**src/logic/tmhp_pkg.sv**
```systemverilog
// Constants shared by the test-access-port master and its clock generator.
// Assumes one system clock; all host pins are already synchronous to it.
package tmhp_pkg;
  // ----------------------------------------
  // Host register map
  // ----------------------------------------
  localparam logic [2:0] IDX_MODE = 3'h0;
  localparam logic [2:0] IDX_DIVISOR = 3'h1;
  localparam logic [2:0] IDX_COMMAND = 3'h2;
  localparam logic [2:0] IDX_DISCRETE = 3'h3;
  localparam logic [2:0] IDX_TX_DATA = 3'h4;
  localparam logic [2:0] IDX_RX_DATA = 3'h5;
  localparam logic [2:0] IDX_STATUS = 3'h6;
  localparam logic [2:0] IDX_ID = 3'h7;
  // ----------------------------------------
  // Field positions
  // ----------------------------------------
  localparam int MODE_DISCRETE_BIT = 0;
  localparam int MODE_TMS_BIT = 1;
  localparam int CMD_TRST_BIT = 0;
  localparam int DISC_TMS_BIT = 0;
  localparam int DISC_TDO_BIT = 1;
  localparam int DISC_TRST_N_BIT = 2;
  localparam int STAT_BUSY_BIT = 0;
  localparam int STAT_TCK_BIT = 1;
  localparam int STAT_TDI_BIT = 2;
  // ----------------------------------------
  // Reset values and counts
  // ----------------------------------------
  localparam logic [7:0] MODE_RESET = 8'h02;
  localparam logic [7:0] DIVISOR_RESET = 8'h07;
  localparam logic [7:0] DISCRETE_RESET = 8'h07;
  localparam logic [7:0] ID_VALUE = 8'h5a;  // Arbitrary value
  localparam int RESET_TCK_DIVIDE = 16;
  localparam int PRESCALE_WIDTH = $clog2(RESET_TCK_DIVIDE);
  localparam logic [3:0] SHIFT_BITS = 4'h8;
endpackage

```
**src/logic/tmhp_tck_if.sv**
```systemverilog
// Bundle between the core and its test clock generator.
// Assumes both ends share clk.
`timescale 1ns/1ps
interface tmhp_tck_if;
  logic [7:0] divisor;
  logic discrete;
  logic discRise;
  logic discFall;
  logic tck;
  logic tckRise;
  logic tckFall;
  modport gen (
    input divisor,
    input discrete,
    input discRise,
    input discFall,
    output tck,
    output tckRise,
    output tckFall
  );
  modport core (
    output divisor,
    output discrete,
    output discRise,
    output discFall,
    input tck,
    input tckRise,
    input tckFall
  );
endinterface

```
**src/logic/tmhp_top.sv**
```systemverilog
// Test-access-port master: strobed byte host port and serial test bus driver.
// Assumes host pins are synchronous to clk; the bench reads each output and its enable as separate signals.
`timescale 1ns/1ps
// How it works
// - Three-bit index selects one of eight registers
// - Eight-bit data bus, bit seven most significant
// - Ready stays high unless access is blocked
// - Ready rises once blocking condition clears
// - Strobe rising edge returns ready high
// - Low reset asynchronously holds device in reset
// - Reset: ignore writes, outputs high, clock/16
// - Read-not-write high reads, low writes
// - Drive data only on read with strobe low
// - Strobe falling starts, rising ends an access
// - Normal test clock from programmable divider
// - Discrete read raises clock, write lowers it
// - Sample returning data on clock rising edge
// - Everything else clocked by system clock
// - Data and mode change on clock falling edge
// - Test outputs released while output enable high
// - Target reset low only by host write
module tmhp_top (
  input wire logic clk,
  input wire logic rst_b,
  input wire logic [2:0] registerIndex,
  input wire logic [7:0] hostDataIn,
  output logic [7:0] hostDataOut,
  output logic hostDataOe,
  input wire logic readNotWrite,
  input wire logic accessStrobeN,
  output logic ready,
  output logic tck,
  output logic tckOe,
  output logic tdo,
  output logic tdoOe,
  output logic tms,
  output logic tmsOe,
  output logic trstN,
  output logic trstOe,
  input wire logic tdi,
  input wire logic tapOutputEnableN
);
  import tmhp_pkg::*;

  tmhp_tck_if tckIf ();

  // ----------------------------------------
  // Host access tracking
  // ----------------------------------------
  logic strobePrev_reg;
  logic active_reg;
  logic done_reg;
  logic blocked;
  logic doAccess;
  logic doWrite;
  logic doRead;
  logic [7:0] mode_reg;
  logic [7:0] divisor_reg;
  logic [7:0] discrete_reg;
  logic [7:0] txShift_reg;
  logic [7:0] rxShift_reg;
  logic [7:0] rxData_reg;
  logic [3:0] bitCnt_reg;
  logic busy_reg;
  logic tdo_reg;
  logic tms_reg;
  logic trstN_reg;
  logic [7:0] readMux;
  logic discreteMode;
  logic strobeFell;
  logic strobeRose;
  logic armed_reg;
  logic loadTx;
  logic shiftRise;
  logic shiftFall;
  logic lastRise;

  assign discreteMode = mode_reg[MODE_DISCRETE_BIT];

  assign strobeFell = strobePrev_reg && !accessStrobeN;
  assign strobeRose = !strobePrev_reg && accessStrobeN;

  always_ff @(posedge clk or negedge rst_b) begin
    if (!rst_b) begin
      strobePrev_reg <= 1'b1;
    end else begin
      strobePrev_reg <= accessStrobeN;
    end
  end

  always_ff @(posedge clk or negedge rst_b) begin
    if (!rst_b) begin
      active_reg <= 1'b0;
    end else if (strobeFell) begin
      active_reg <= 1'b1;
    end else if (strobeRose) begin
      active_reg <= 1'b0;
    end
  end

  // One access performs once, however long the host holds the strobe low
  always_ff @(posedge clk or negedge rst_b) begin
    if (!rst_b) begin
      done_reg <= 1'b0;
    end else if (strobeFell || strobeRose) begin
      done_reg <= 1'b0;
    end else if (doAccess) begin
      done_reg <= 1'b1;
    end
  end

  // Only the data byte registers can stall, while the shifter still holds a byte
  always_comb begin
    blocked = 1'b0;
    if (busy_reg && registerIndex == IDX_TX_DATA && !readNotWrite) begin
      blocked = 1'b1;
    end else if (busy_reg && registerIndex == IDX_RX_DATA && readNotWrite) begin
      blocked = 1'b1;
    end
  end

  // Combinational so ready can fall in the first cycle of a blocked access
  assign ready = !(active_reg && !accessStrobeN && blocked);
  assign doAccess = active_reg && !accessStrobeN && !blocked && !done_reg;
  assign doWrite = doAccess && !readNotWrite;
  assign doRead = doAccess && readNotWrite;

  // ----------------------------------------
  // Host register writes
  // ----------------------------------------
  always_ff @(posedge clk or negedge rst_b) begin
    if (!rst_b) begin
      mode_reg <= MODE_RESET;
    end else if (doWrite && registerIndex == IDX_MODE) begin
      mode_reg <= hostDataIn;
    end
  end

  always_ff @(posedge clk or negedge rst_b) begin
    if (!rst_b) begin
      divisor_reg <= DIVISOR_RESET;
    end else if (doWrite && registerIndex == IDX_DIVISOR) begin
      divisor_reg <= hostDataIn;
    end
  end

  always_ff @(posedge clk or negedge rst_b) begin
    if (!rst_b) begin
      discrete_reg <= DISCRETE_RESET;
    end else if (doWrite && registerIndex == IDX_DISCRETE) begin
      discrete_reg <= hostDataIn;
    end
  end

  // ----------------------------------------
  // Host read data
  // ----------------------------------------
  always_comb begin
    case (registerIndex)
      IDX_MODE: readMux = mode_reg;
      IDX_DIVISOR: readMux = divisor_reg;
      IDX_COMMAND: readMux = {7'h00, ~trstN_reg};
      IDX_DISCRETE: readMux = discrete_reg;
      IDX_TX_DATA: readMux = txShift_reg;
      IDX_RX_DATA: readMux = rxData_reg;
      IDX_STATUS: readMux = {5'h00, tdi, tckIf.tck, busy_reg};
      IDX_ID: readMux = ID_VALUE;
      default: readMux = 8'h00;
    endcase
  end

  always_ff @(posedge clk or negedge rst_b) begin
    if (!rst_b) begin
      hostDataOut <= 8'h00;
    end else if (doRead) begin
      hostDataOut <= readMux;
    end
  end

  assign hostDataOe = readNotWrite && !accessStrobeN;

  // ----------------------------------------
  // Byte shifter on the serial test bus
  // ----------------------------------------
  // Bits go out least significant first; the returning byte fills from the top
  // The free-running clock may rise before bit zero is on the pin, so the first
  // falling edge after a load only arms the shifter and rises before it are not counted
  assign loadTx = doWrite && registerIndex == IDX_TX_DATA && !discreteMode;
  assign shiftRise = busy_reg && armed_reg && tckIf.tckRise;
  assign shiftFall = busy_reg && armed_reg && tckIf.tckFall;
  assign lastRise = shiftRise && (bitCnt_reg + 4'h1 == SHIFT_BITS);

  always_ff @(posedge clk or negedge rst_b) begin
    if (!rst_b) begin
      busy_reg <= 1'b0;
    end else if (loadTx) begin
      busy_reg <= 1'b1;
    end else if (lastRise) begin
      busy_reg <= 1'b0;
    end
  end

  always_ff @(posedge clk or negedge rst_b) begin
    if (!rst_b) begin
      armed_reg <= 1'b0;
    end else if (loadTx) begin
      armed_reg <= 1'b0;
    end else if (busy_reg && tckIf.tckFall) begin
      armed_reg <= 1'b1;
    end
  end

  always_ff @(posedge clk or negedge rst_b) begin
    if (!rst_b) begin
      bitCnt_reg <= 4'h0;
    end else if (loadTx) begin
      bitCnt_reg <= 4'h0;
    end else if (shiftRise) begin
      bitCnt_reg <= bitCnt_reg + 4'h1;
    end
  end

  always_ff @(posedge clk or negedge rst_b) begin
    if (!rst_b) begin
      txShift_reg <= 8'h00;
    end else if (loadTx) begin
      txShift_reg <= hostDataIn;
    end else if (shiftFall) begin
      txShift_reg <= {1'b0, txShift_reg[7:1]};
    end
  end

  always_ff @(posedge clk or negedge rst_b) begin
    if (!rst_b) begin
      rxShift_reg <= 8'h00;
      rxData_reg <= 8'h00;
    end else if (shiftRise) begin
      rxShift_reg <= {tdi, rxShift_reg[7:1]};
      if (lastRise) begin
        rxData_reg <= {tdi, rxShift_reg[7:1]};
      end
    end
  end

  // ----------------------------------------
  // Test data, mode select and target reset
  // ----------------------------------------
  // Each later fall presents the bit that the same edge shifts down
  always_ff @(posedge clk or negedge rst_b) begin
    if (!rst_b) begin
      tdo_reg <= 1'b1;
    end else if (tckIf.tckFall) begin
      if (discreteMode) begin
        tdo_reg <= discrete_reg[DISC_TDO_BIT];
      end else if (busy_reg) begin
        tdo_reg <= armed_reg ? txShift_reg[1] : txShift_reg[0];
      end else begin
        tdo_reg <= 1'b1;
      end
    end
  end

  always_ff @(posedge clk or negedge rst_b) begin
    if (!rst_b) begin
      tms_reg <= 1'b1;
    end else if (tckIf.tckFall) begin
      if (discreteMode) begin
        tms_reg <= discrete_reg[DISC_TMS_BIT];
      end else begin
        tms_reg <= mode_reg[MODE_TMS_BIT];
      end
    end
  end

  // Target reset follows host writes only, never the shifter
  always_ff @(posedge clk or negedge rst_b) begin
    if (!rst_b) begin
      trstN_reg <= 1'b1;
    end else if (doWrite && registerIndex == IDX_COMMAND) begin
      trstN_reg <= ~hostDataIn[CMD_TRST_BIT];
    end else if (doWrite && registerIndex == IDX_DISCRETE && discreteMode) begin
      trstN_reg <= hostDataIn[DISC_TRST_N_BIT];
    end
  end

  // ----------------------------------------
  // Test clock generator
  // ----------------------------------------
  assign tckIf.divisor = divisor_reg;
  assign tckIf.discrete = discreteMode;
  assign tckIf.discRise = doRead && registerIndex == IDX_DISCRETE;
  assign tckIf.discFall = doWrite && registerIndex == IDX_DISCRETE;

  tmhp_tck_gen tckGen (
    .clk(clk),
    .rst_b(rst_b),
    .tckIf(tckIf)
  );

  // ----------------------------------------
  // Test bus pins
  // ----------------------------------------
  // Reset forces levels on the pins even while a transfer was under way
  assign tck = tckIf.tck;
  assign tdo = rst_b ? tdo_reg : 1'b1;
  assign tms = rst_b ? tms_reg : 1'b1;
  assign trstN = rst_b ? trstN_reg : 1'b1;
  assign tckOe = ~tapOutputEnableN;
  assign tdoOe = ~tapOutputEnableN;
  assign tmsOe = ~tapOutputEnableN;
  assign trstOe = ~tapOutputEnableN;
endmodule

```
**src/logic/tmhp_tck_gen.sv**
```systemverilog
// Test clock generator: reset divider, programmable divider, discrete edges.
// Assumes clk is the system clock and rst_b the asynchronous active-low reset.
`timescale 1ns/1ps
module tmhp_tck_gen (
  input wire logic clk,
  input wire logic rst_b,
  tmhp_tck_if.gen tckIf
);
  import tmhp_pkg::*;
  // ----------------------------------------
  // Free-running prescaler
  // ----------------------------------------
  // No reset here, so the reset clock keeps running while rst_b is low
  logic [PRESCALE_WIDTH-1:0] preCnt_reg = '0;
  logic [7:0] divCnt_reg;
  logic tck_reg;
  logic tck_next;

  always_ff @(posedge clk) begin
    preCnt_reg <= preCnt_reg + 1'b1;
  end

  // ----------------------------------------
  // Programmable divider and discrete edges
  // ----------------------------------------
  always_comb begin
    tck_next = tck_reg;
    if (tckIf.discrete) begin
      if (tckIf.discRise) begin
        tck_next = 1'b1;
      end else if (tckIf.discFall) begin
        tck_next = 1'b0;
      end
    end else if (divCnt_reg >= tckIf.divisor) begin
      // A divisor lowered mid-count takes effect at once instead of wrapping the counter
      tck_next = ~tck_reg;
    end
  end

  always_ff @(posedge clk or negedge rst_b) begin
    if (!rst_b) begin
      divCnt_reg <= 8'h00;
      tck_reg <= 1'b0;
    end else begin
      tck_reg <= tck_next;
      if (tckIf.discrete || divCnt_reg >= tckIf.divisor) begin
        divCnt_reg <= 8'h00;
      end else begin
        divCnt_reg <= divCnt_reg + 8'h01;
      end
    end
  end

  // Clock divided by sixteen while held in reset
  assign tckIf.tck = rst_b ? tck_reg : preCnt_reg[PRESCALE_WIDTH-1];
  assign tckIf.tckRise = rst_b & ~tck_reg & tck_next;
  assign tckIf.tckFall = rst_b & tck_reg & ~tck_next;
endmodule

```
**config.mk**
```make
export PLATFORM = sky130hd
export DESIGN_NAME = tmhp_top
export DESIGN_NICKNAME = d
export VERILOG_FILES = /design/src/logic/tmhp_pkg.sv /design/src/logic/tmhp_tck_if.sv /design/src/logic/tmhp_top.sv /design/src/logic/tmhp_tck_gen.sv
export SDC_FILE = /design/constraint.sdc
export NUM_CORES = 1
export LEC_CHECK = 0
export ABC_AREA = 1
export BUFFER_PORTS_ARGS = -buffer_cell sky130_fd_sc_hd__buf_4
export CAP_MARGIN = 5
export CORE_MARGIN = 3
export CORE_UTILIZATION = 54
export CTS_CLUSTER_SIZE = 16
export DETAILED_ROUTE_END_ITERATION = 8
export PLACE_DENSITY = 0.84
export SYNTH_ARGS = -nofsm -noshare
export SYNTH_HDL_FRONTEND = slang
export SYNTH_HIERARCHICAL = 1
export SYNTH_SLANG_ARGS = --single-unit
```
**constraint.sdc**
```tcl
create_clock -name clk -period 2.2 [get_ports clk]
set_input_delay 0.66 -clock clk [delete_from_list [all_inputs] [get_ports clk]]
set_output_delay 0.66 -clock clk [all_outputs]
set_load 0.005 [all_outputs]
```
### Word-level counts from Yosys, hierarchy flattened

Cells that the tools add are included.

| word-level totals | value |
|---|---|
| bits in latches | 0 |
| word-level logic and storage cells | 114 |
| memory bits (writable) | 0 |
| register bits after elaboration | 81 |
| input port bits | 17 |
| memories | 0 |
| bits in read-only memories | 0 |

| operators by class | value |
|---|---|
| equal/unequal tests | 8 |
| multiply operators | 0 |
| add/subtract/negate cells | 3 |
| reduce and logical (&&, ||, !) cells | 44 |
| shift operators | 0 |
| mux-type cells | 30 |
| bitwise gates (word level) | 9 |
| order comparisons | 1 |
| div/mod/pow operators | 0 |

Operators with widths:

| operator | count |
|---|---|
| 8-bit case mux with 8 select lines | 1 |
| 1-bit logical AND | 26 |
| 1-bit two-way mux | 24 |
| 8-bit two-way mux | 3 |
| 2-bit nonzero test | 7 |
| 3-bit == test (second input constant) | 4 |
| 4-bit by 1-bit adder with 4-bit output (second input constant) | 2 |
| 8-bit by 1-bit adder with 8-bit output (second input constant) | 1 |
| 8-bit >= comparator | 1 |
| 4-bit two-way mux | 2 |
| 1-bit zero test | 7 |
| 3-bit by 2-bit == test with 1-bit output (second input constant) | 2 |
| 1-bit inverter | 5 |
| 1-bit bitwise AND | 4 |
| 4-bit == test (second input constant) | 1 |
| 3-bit by 1-bit == test with 1-bit output (second input constant) | 1 |
| 3-bit zero test | 1 |
| 1-bit logical OR | 2 |
| 2-bit AND reduction | 1 |

### Depth between registers and ports, before layout

Gate-level depths: netlist of the first run.

| depth | value |
|---|---|
| word-level depth | 18 |
| mapped depth | 20 |

### Hierarchy

Netlist of the first run, hierarchy kept.

Modules (own cells, without submodules):

| module | cells each | area each (µm²) | times used | seq. area each (µm²) |
|---|---|---|---|---|
| tmhp_top | 410 | 3350.7 | 1 | 1690.4 |
| tmhp_tck_gen | 100 | 798.3 | 1 | 305.3 |

### Least setup slack after synthesis of the first run

OpenSTA, ideal clock, no wires.

| timing | value |
|---|---|
| path kind | input -> register |
| from | in registerIndex[1] |
| to | reg txShift_reg[1] |
| slack | -0.575 ns |
| arrival time | 2.658 ns |
| stages | 19 |
| cell sequence | buf_6 -> nor2_4 -> nand2_2 -> nand2_1 -> nand3_1 -> nand3_1 -> nor2_4 -> inv_2 -> nor2_1 -> nor2_1 -> o21ai_0 -> inv_1 -> nand2_1 -> nor2_1 -> inv_1 -> nor2_1 -> o21ai_0 -> nor2_1 -> nor2_1 |

| on the way | value |
|---|---|
| elaborated cells between the ends (all ways) | 26 |

RTL lines:

| what | line | source |
|---|---|---|
| start: declaration | tmhp_top.sv:25 | `input wire logic [2:0] registerIndex,` |
| 3-bit == test | tmhp_top.sv:117 | `end else if (busy_reg && registerIndex == IDX_RX_DATA && readNotWrite) begin` |
| 1-bit logical AND (2 in series) | tmhp_top.sv:117 |  |
| 1-bit two-way mux | tmhp_top.sv:117 |  |
| 1-bit two-way mux | tmhp_top.sv:115 | `if (busy_reg && registerIndex == IDX_TX_DATA && !readNotWrite) begin` |
| 1-bit zero test | tmhp_top.sv:124 | `assign doAccess = active_reg && !accessStrobeN && !blocked && !done_reg;` |
| 1-bit logical AND (2 in series) | tmhp_top.sv:124 |  |
| 1-bit logical AND | tmhp_top.sv:126 | `assign doRead = doAccess && readNotWrite;` |
| 1-bit logical AND (*) | tmhp_top.sv:291 | `assign tckIf.discRise = doRead && registerIndex == IDX_DISCRETE;` |
| named net tckIf.discRise | tmhp_tck_if.sv:7 | `logic discRise;` |
| 1-bit two-way mux (*) | tmhp_tck_gen.sv:29 | `if (tckIf.discRise) begin` |
| 1-bit two-way mux (*) | tmhp_tck_gen.sv:28 | `if (tckIf.discrete) begin` |
| 1-bit inverter (*) | tmhp_tck_gen.sv:57 | `assign tckIf.tckFall = rst_b & tck_reg & ~tck_next;` |
| 1-bit bitwise AND (*) | tmhp_tck_gen.sv:57 |  |
| named net tckIf.tckFall | tmhp_tck_if.sv:11 | `logic tckFall;` |
| 1-bit logical AND (*) | tmhp_top.sv:190 | `assign shiftFall = busy_reg && armed_reg && tckIf.tckFall;` |
| 2-bit nonzero test (no source line) (*) | -- |  |
| end signal: assignment | tmhp_top.sv:227 | `txShift_reg <= hostDataIn;` |
| end signal: assignment | tmhp_top.sv:229 | `txShift_reg <= {1'b0, txShift_reg[7:1]};` |
| end: declaration | tmhp_top.sv:60 | `logic [7:0] txShift_reg;` |

The timed path passes the listed nets; every way through them passes the cells marked *.
A chain may end at the register's enable or synchronous reset.

### Worst setup path after layout of the first run

| timing | value |
|---|---|
| from | in registerIndex[1] |
| to | reg rxData_reg[1] |

| on the way | value |
|---|---|
| elaborated cells between the ends (all ways) | 23 |

RTL lines:

| what | line | source |
|---|---|---|
| 3-bit == test | tmhp_top.sv:117 |  |
| 1-bit logical AND (2 in series) | tmhp_top.sv:117 |  |
| 1-bit two-way mux | tmhp_top.sv:117 |  |
| 1-bit two-way mux | tmhp_top.sv:115 |  |
| 1-bit zero test | tmhp_top.sv:124 |  |
| 1-bit logical AND (2 in series) | tmhp_top.sv:124 |  |
| 1-bit logical AND | tmhp_top.sv:126 |  |
| 1-bit logical AND (*) | tmhp_top.sv:291 |  |
| named net tckIf.discRise | tmhp_tck_if.sv:7 |  |
| 1-bit two-way mux (*) | tmhp_tck_gen.sv:29 |  |
| 1-bit two-way mux (*) | tmhp_tck_gen.sv:28 |  |
| 1-bit bitwise AND (*) | tmhp_tck_gen.sv:56 | `assign tckIf.tckRise = rst_b & ~tck_reg & tck_next;` |
| named net tckIf.tckRise | tmhp_tck_if.sv:10 | `logic tckRise;` |
| 1-bit logical AND (*) | tmhp_top.sv:189 | `assign shiftRise = busy_reg && armed_reg && tckIf.tckRise;` |
| 1-bit logical AND | tmhp_top.sv:191 | `assign lastRise = shiftRise && (bitCnt_reg + 4'h1 == SHIFT_BITS);` |
| 2-bit AND reduction (no source line) (*) | -- |  |
| end signal: assignment | tmhp_top.sv:240 | `rxData_reg <= {tdi, rxShift_reg[7:1]};` |
| end: declaration | tmhp_top.sv:62 | `logic [7:0] rxData_reg;` |

Marks and branches as above.

==> results of run 1 <==
==> placed cells by master (no fill, tap or decap), types with 11 or more instances in the layout <==
master / n
nor2_4: 11
dfrtp_1: 65
nand3_1: 20
inv_1: 76
nand2_1: 127
o21ai_0: 33
buf_4: 74
nor2_1: 44
ha_1: 11
o21ai_1: 13
dfstp_2: 11
==> cell type report <==
| class | count | area share (%) |
|---|---|---|
| multi-input cells | 333 | 36.9 |
| clock inverters | 6 | 1.32 |
| well taps | 99 | 2.42 |
| repair buffers | 77 | 11.5 |
| flip-flops and latches | 80 | 38.9 |
| inverters | 85 | 6.27 |
| clock buffers | 10 | 2.68 |
==> kinds of logic after synthesis <==
group / count (synthesis) / share of synthesized area [%]
adder cells (fa/ha/maj): 13 / 3.92
AO/OA/AOI/OAI: 72 / 9.35
AND/OR/NAND/NOR: 239 / 26.7
XOR/XNOR: 7 / 1.48
flip-flops: 80 / 48.1
buffers and inverters: 99 / 10.5
==> stage by stage <==
stage	setup TNS (ns)	cells	cell area, µm²
after floorplan	-8.70	510	4210
after global placement	-6.40	663	4700
after detailed placement	-9.02	663	4700
after CTS	0	680	4930
after global routing	-1.67	690	5130
final	-0.367	690	5130
==> path summary, 6_finish.rpt <==
kind	from	endpoint	cells after the start	slack, ns
max	registerIndex[1]	rxData_reg[1]$_DFFE_PN0P_	18	-0.09
min	rst_b	tckGen/tck_reg$_DFF_PN0_	1	0.13
max reg2reg	divisor_reg[1]$_DFFE_PN1P_	rxData_reg[1]$_DFFE_PN0P_	15	-0.06
min reg2reg	tckGen/preCnt_reg[0]$_DFF_P_	tckGen/preCnt_reg[0]$_DFF_P_	1	0.41
max in group asynchronous	rst_b	strobePrev_reg$_DFF_PN1_	2	1.29
min in group clk	tckGen/preCnt_reg[0]$_DFF_P_	tckGen/preCnt_reg[0]$_DFF_P_	1	0.41
==> repair_timing <==
action                                 4_1_cts  5_1_grt
setup buffers                                0        9
pin swaps                                    1       26
gates cloned                                 1        1
hold buffers                                 0        0
setup endpoints to repair                    9       26
endpoints found under the hold margin        0        0
resized for setup                            3       37
==> report_power, final <==
part	switching (mW)	internal [mW]	total [mW]
sequential	0.138	1.73	1.87
clock	0.572	0.559	1.13
combinational	0.534	0.418	0.952
total	1.24	2.71	3.95
==> metal layers <==
metal,track usage (%),vias up,share of wire (%)
met5,0,-,0
met4,8.54,0,2.3
met3,4.97,25,5.8
met2,39.8,146,50
met1,30.7,1780,42
li1,-,1752,-
==> critical path: stages <==
cell     delay, ns
buf_4         0.11
inv_2         0.05
nand3_4       0.06
nand2_2       0.06
nand3_2       0.08
nand3_2       0.10
nor2_4        0.12
inv_2         0.04
nor2_1        0.08
nor2_1        0.06
o21ai_2       0.16
nand4_1       0.11
inv_1         0.10
nand3_2       0.11
nor2_4        0.25
nand3_4       0.15
nand2_1       0.14
o21ai_1       0.08
==> metrics, run 1 <==
Die Y=93.7 µm; Yosys top cell by area=dfrtp_1; worst slew pin tran=~0.72 ns; Mapped Area=between 0.004 and 0.005 mm²; CTS Buf Count=9; final setup margin=-0.0924 ns; Hold WS=between 0.1 and 0.15 ns; relative slew slack=about half; CORE AREA=0.00737 mm²; highest fanout seen on the critical path=8; Avg WL per Cell=around 15 µm; WL final=10,200 µm; skew final=about 0.0084 ns; critical path class=in -> reg; ys async rst share=95.0%; Pre-Repair DR Iteration Count=5; crit path DAT=~2.5 ns; Clk Latency, worst-skew pair=roughly 0.36 ns; first-pass GRT wire length=roughly 16,000 µm; Post-synth top flop=dfrtp_1; total number of vias=around 3,700; synth unique cells=37; die width=approximately 94 µm; I/O pins=35; CTS tree=done; register area=0.00200 mm²; layout cells sized above 1=between 20 and 30%; fin nets=616; maximum clock insertion buffer count=2; P_leak=approximately 2.6 nW; DP Wirelength=about 7400 µm; cell with the most instances after synthesis=nand2_1; top cell type's share of synthesized area=39.2%; Final Cycle Share=104%; Synth Instances=510; fmax=about 440 MHz; number of routed nets with antenna violations=0; row cnt=31; Design Power=between 3 and 4 mW; Worst setup SP type=input pin; Min Clock Period, post-route=between 2 and 2.5 ns; global route overflow=0; Worst-path clk slew=roughly 0.080 ns; Hold Crit Class=in -> async; Yosys reg bits=80; n_diodes=0; largest net degree at the start of global routing=43; Hold Vio Cnt, Final=0; Max H-tree Level=3; Final Wtd Congestion=roughly 0.89; crit end category=register; DP Worst Slack=-0.470 ns; Area contributors post-synth=dfrtp_1, nand2_1, inv_1; Syn Area/Cell=8.14 µm²; most instantiated cells after synthesis=nand2_1, inv_1, dfrtp_1; critical path required time=between 2 and 2.5 ns; CTS root buffer=clkbuf_8; EDFF count, synth=0; pwr dens=between 700 and 800 mW/mm²; Pins Over Slew Limit=0; area grow syn2layout=23.6%; Starting Density=56.3%; YS warnings=6; PortBufs=34; Filler Cell Count=574; final core occ=a little over two thirds; initial antenna violation count=0; clock sinks=80; vias in the first global route=about 3,600; RSZ-0062 raised after global routing=yes; area of the multi-input gates=0.00189 mm²; status=complete, but fails checks; # setup viols final=9; Syn Nets=between 500 and 600; gr usage total=between 20% and 30%; die area=~0.0088 mm²; Max-Cap Viols=0; initial drt markers=313; Residual DRC=0; worst vdd ir=0.000409 V; sequential share of the synthesized area=between 40% and 50%; Via density=5.37; failing checks=negative setup slack
No activity file was read; power rests on OpenSTA's default activity.
==> run 2, diff against run 1 <==
--- a/config.mk
+++ b/config.mk
@@ -8,11 +8,13 @@
 export ABC_AREA = 1
 export BUFFER_PORTS_ARGS = -buffer_cell sky130_fd_sc_hd__buf_4
 export CAP_MARGIN = 5
+export CELL_PAD_IN_SITES_DETAIL_PLACEMENT = 1
+export CELL_PAD_IN_SITES_GLOBAL_PLACEMENT = 2
 export CORE_MARGIN = 3
-export CORE_UTILIZATION = 54
+export CORE_UTILIZATION = 32
 export CTS_CLUSTER_SIZE = 16
 export DETAILED_ROUTE_END_ITERATION = 8
-export PLACE_DENSITY = 0.84
+export PLACE_DENSITY = 0.83
 export SYNTH_ARGS = -nofsm -noshare
 export SYNTH_HDL_FRONTEND = slang
 export SYNTH_HIERARCHICAL = 1
==> metrics, run 2 (synthesized netlist as in run 1, its figures left out) <==
status=finished clean (was complete, but fails checks); maximum clock insertion buffer count=2 (unchanged); Starting Density=33.6% (was 56.3%); register area=0.00200 mm² (unchanged); I/O pins=35 (unchanged); layout cells sized above 1=29.3% (was 27.4%); Worst path slowest cell=nor2_4 (unchanged); CTS tree=done (unchanged); crit path cell chain=buf_4 -> nand3_4 -> nand2_4 -> nand3_2 -> nand3_4 -> nor2_4 -> inv_2 -> nor2_4 -> nor2_2 -> o21ai_2 -> nand4_1 -> inv_2 -> nand3_4 -> nor2_4 -> nand3_2 -> nand2_1 -> o21ai_1 (was buf_4 -> inv_2 -> nand3_4 -> nand2_2 -> nand3_2 -> nand3_2 -> nor2_4 -> inv_2 -> nor2_1 -> nor2_1 -> o21ai_2 -> nand4_1 -> inv_1 -> nand3_2 -> nor2_4 -> nand3_4 -> nand2_1 -> o21ai_1); global route overflow=0 (unchanged); relative slew slack=53.0% (was 51.7%); largest net degree at the start of global routing=52 (was 43); Hold Crit Class=in -> async (unchanged); area of the multi-input gates=0.00195 mm² (was 0.00189 mm²); Filler Cell Count=1,491 (was 574); Pre-Repair DR Iteration Count=4 (was 5); worst slew pin tran=0.700 ns (was 0.720 ns); RSZ-0062 raised after global routing=yes (unchanged); critical path class=in -> reg (unchanged); PortBufs=34 (unchanged); Reg-to-Reg Start=divisor_reg[1]$_DFFE_PN1P_ (unchanged); initial drt markers=151 (was 313); CTS root buffer=clkbuf_16 (was clkbuf_8); area grow syn2layout=30.2% (was 23.6%); die area=0.0144 mm² (was 0.00877 mm²); crit path DAT=2.42 ns (was 2.54 ns); Worst setup SP type=input pin (unchanged); highest fanout seen on the critical path=4 (was 8); initial antenna violation count=0 (unchanged); gr usage total=16.9% (was 23.8%); row cnt=40 (was 31); final core occ=43.7% (was 69.6%); critical path required time=2.43 ns (was 2.45 ns); Avg WL per Cell=15.6 µm (was 14.8 µm); most frequent cells in the layout=nand2_1, inv_1, buf_4, dfrtp_1, nor2_1 (unchanged); worst reg-to-reg setup slack=0.03 ns (was -0.06 ns); Residual DRC=0 (unchanged); CORE AREA=0.0124 mm² (was 0.00737 mm²); Final Wtd Congestion=0.834 (was 0.893); Die Y=120 µm (was 93.7 µm); Max H-tree Level=3 (unchanged); clock sinks=80 (unchanged); worst vdd ir=0.000501 V (was 0.000409 V); Max stage delay on crit path=0.19 ns (was 0.25 ns); n_diodes=0 (unchanged); Clk Latency, worst-skew pair=0.35 ns (was 0.36 ns); most common cell after layout, fill and taps aside=nand2_1 (unchanged); Pins Over Slew Limit=0 (unchanged); CTS Buf Count=9 (unchanged); FF-to-FF End=rxData_reg[1]$_DFFE_PN0P_ (unchanged); DP Wirelength=8550 µm (was 7370 µm); Max-Cap Viols=0 (unchanged); WL final=11,800 µm (was 10,200 µm); Min Clock Period, post-route=2.19 ns (was 2.29 ns); die width=120 µm (was 93.7 µm); Hold Vio Cnt, Final=0 (unchanged); first-pass GRT wire length=19,000 µm (was 16,400 µm); P_leak=2.62 nW (was 2.56 nW); total number of vias=3,510 (was 3,703); Final Cycle Share=99.5% (was 104%); fmax=457 MHz (was 436 MHz); final setup margin=0.0101 ns (was -0.0924 ns); # setup viols final=0 (was 9); fin nets=613 (was 616); pwr dens=834 mW/mm² (was 771 mW/mm²); crit end category=register (unchanged); Worst-path clk slew=0.06 ns (was 0.08 ns); skew final=0.00600 ns (was 0.00842 ns); vias in the first global route=3,693 (was 3,595); worst r2r path cells=15 (unchanged); Via density=4.64 (was 5.37); DP Worst Slack=-0.480 ns (was -0.470 ns); number of routed nets with antenna violations=0 (unchanged)
==> run 2: worst max-delay path by stage <==
stage | end | slack [ns] | start
after floorplan | rxData_reg[7]$_DFFE_PN0P_ | -0.38 | registerIndex[0]
after global placement | rxData_reg[0]$_DFFE_PN0P_ | -0.38 | registerIndex[0]
after detailed placement | rxData_reg[6]$_DFFE_PN0P_ | -0.48 | registerIndex[0]
after CTS | rxData_reg[7]$_DFFE_PN0P_ | -0.02 | divisor_reg[1]$_DFFE_PN1P_
after global routing | rxData_reg[1]$_DFFE_PN0P_ | -0.12 | divisor_reg[1]$_DFFE_PN1P_
final | rxData_reg[1]$_DFFE_PN0P_ | 0.01 | registerIndex[2]
==> run 2: worst max-delay path, delay by kind of cell <==
kind | cells | cell delay (ns)
AOI/OAI and AO/OA | 2 | 0.19
buffers and inverters | 3 | 0.29
and+or+nand+nor | 12 | 1.29
==> run 2: cell type report <==
class                           count  area share, %
Tap cell                          168           3.89
Clock buffer                       10           4.43
Inverter                           85           5.91
Clock inverter                      6           1.71
Multi-Input combinational cell    333           36.1
Timing Repair Buffer               74           11.0
Sequential cell                    80           37.0
==> run 2: metrics by stage <==
step                      total power [mW]  setup TNS, ns  instance area (µm²)  hold WS [ns]  instances
after floorplan                       2.36          -8.70                 4210         0.364        510
after global placement                2.73          -7.48                 4760         0.378        728
after detailed placement              2.78          -9.59                 4760         0.388        728
after CTS                             4.50        -0.0678                 5220         0.385        750
after global routing                  4.79          -1.32                 5400         0.408        756
final                                 4.51              0                 5400         0.380        756
==> run 2: where the power goes <==
part | switching, mW | internal [mW]
registers | 0.145 | 1.74
clock network | 0.634 | 1.03
logic | 0.544 | 0.418
==> run 2: repair_timing <==
action / in CTS / in global routing
setup buffers: 4 / 6
setup endpoints to repair: 10 / 26
pin swaps: 19 / 22
hold buffers: 0 / 0
resized for setup: 16 / 44
cloned: 2 / 0
==> run 2: layer usage <==
metal,up-vias,track usage [%],part of all wire [%],routed length (µm)
met5,-,0,0,0
met4,0,4.51,1.1,134
met3,9,3.63,2.4,283
met2,28,28.6,50,5890
met1,1719,22.1,47,5490
li1,1754,-,-,-
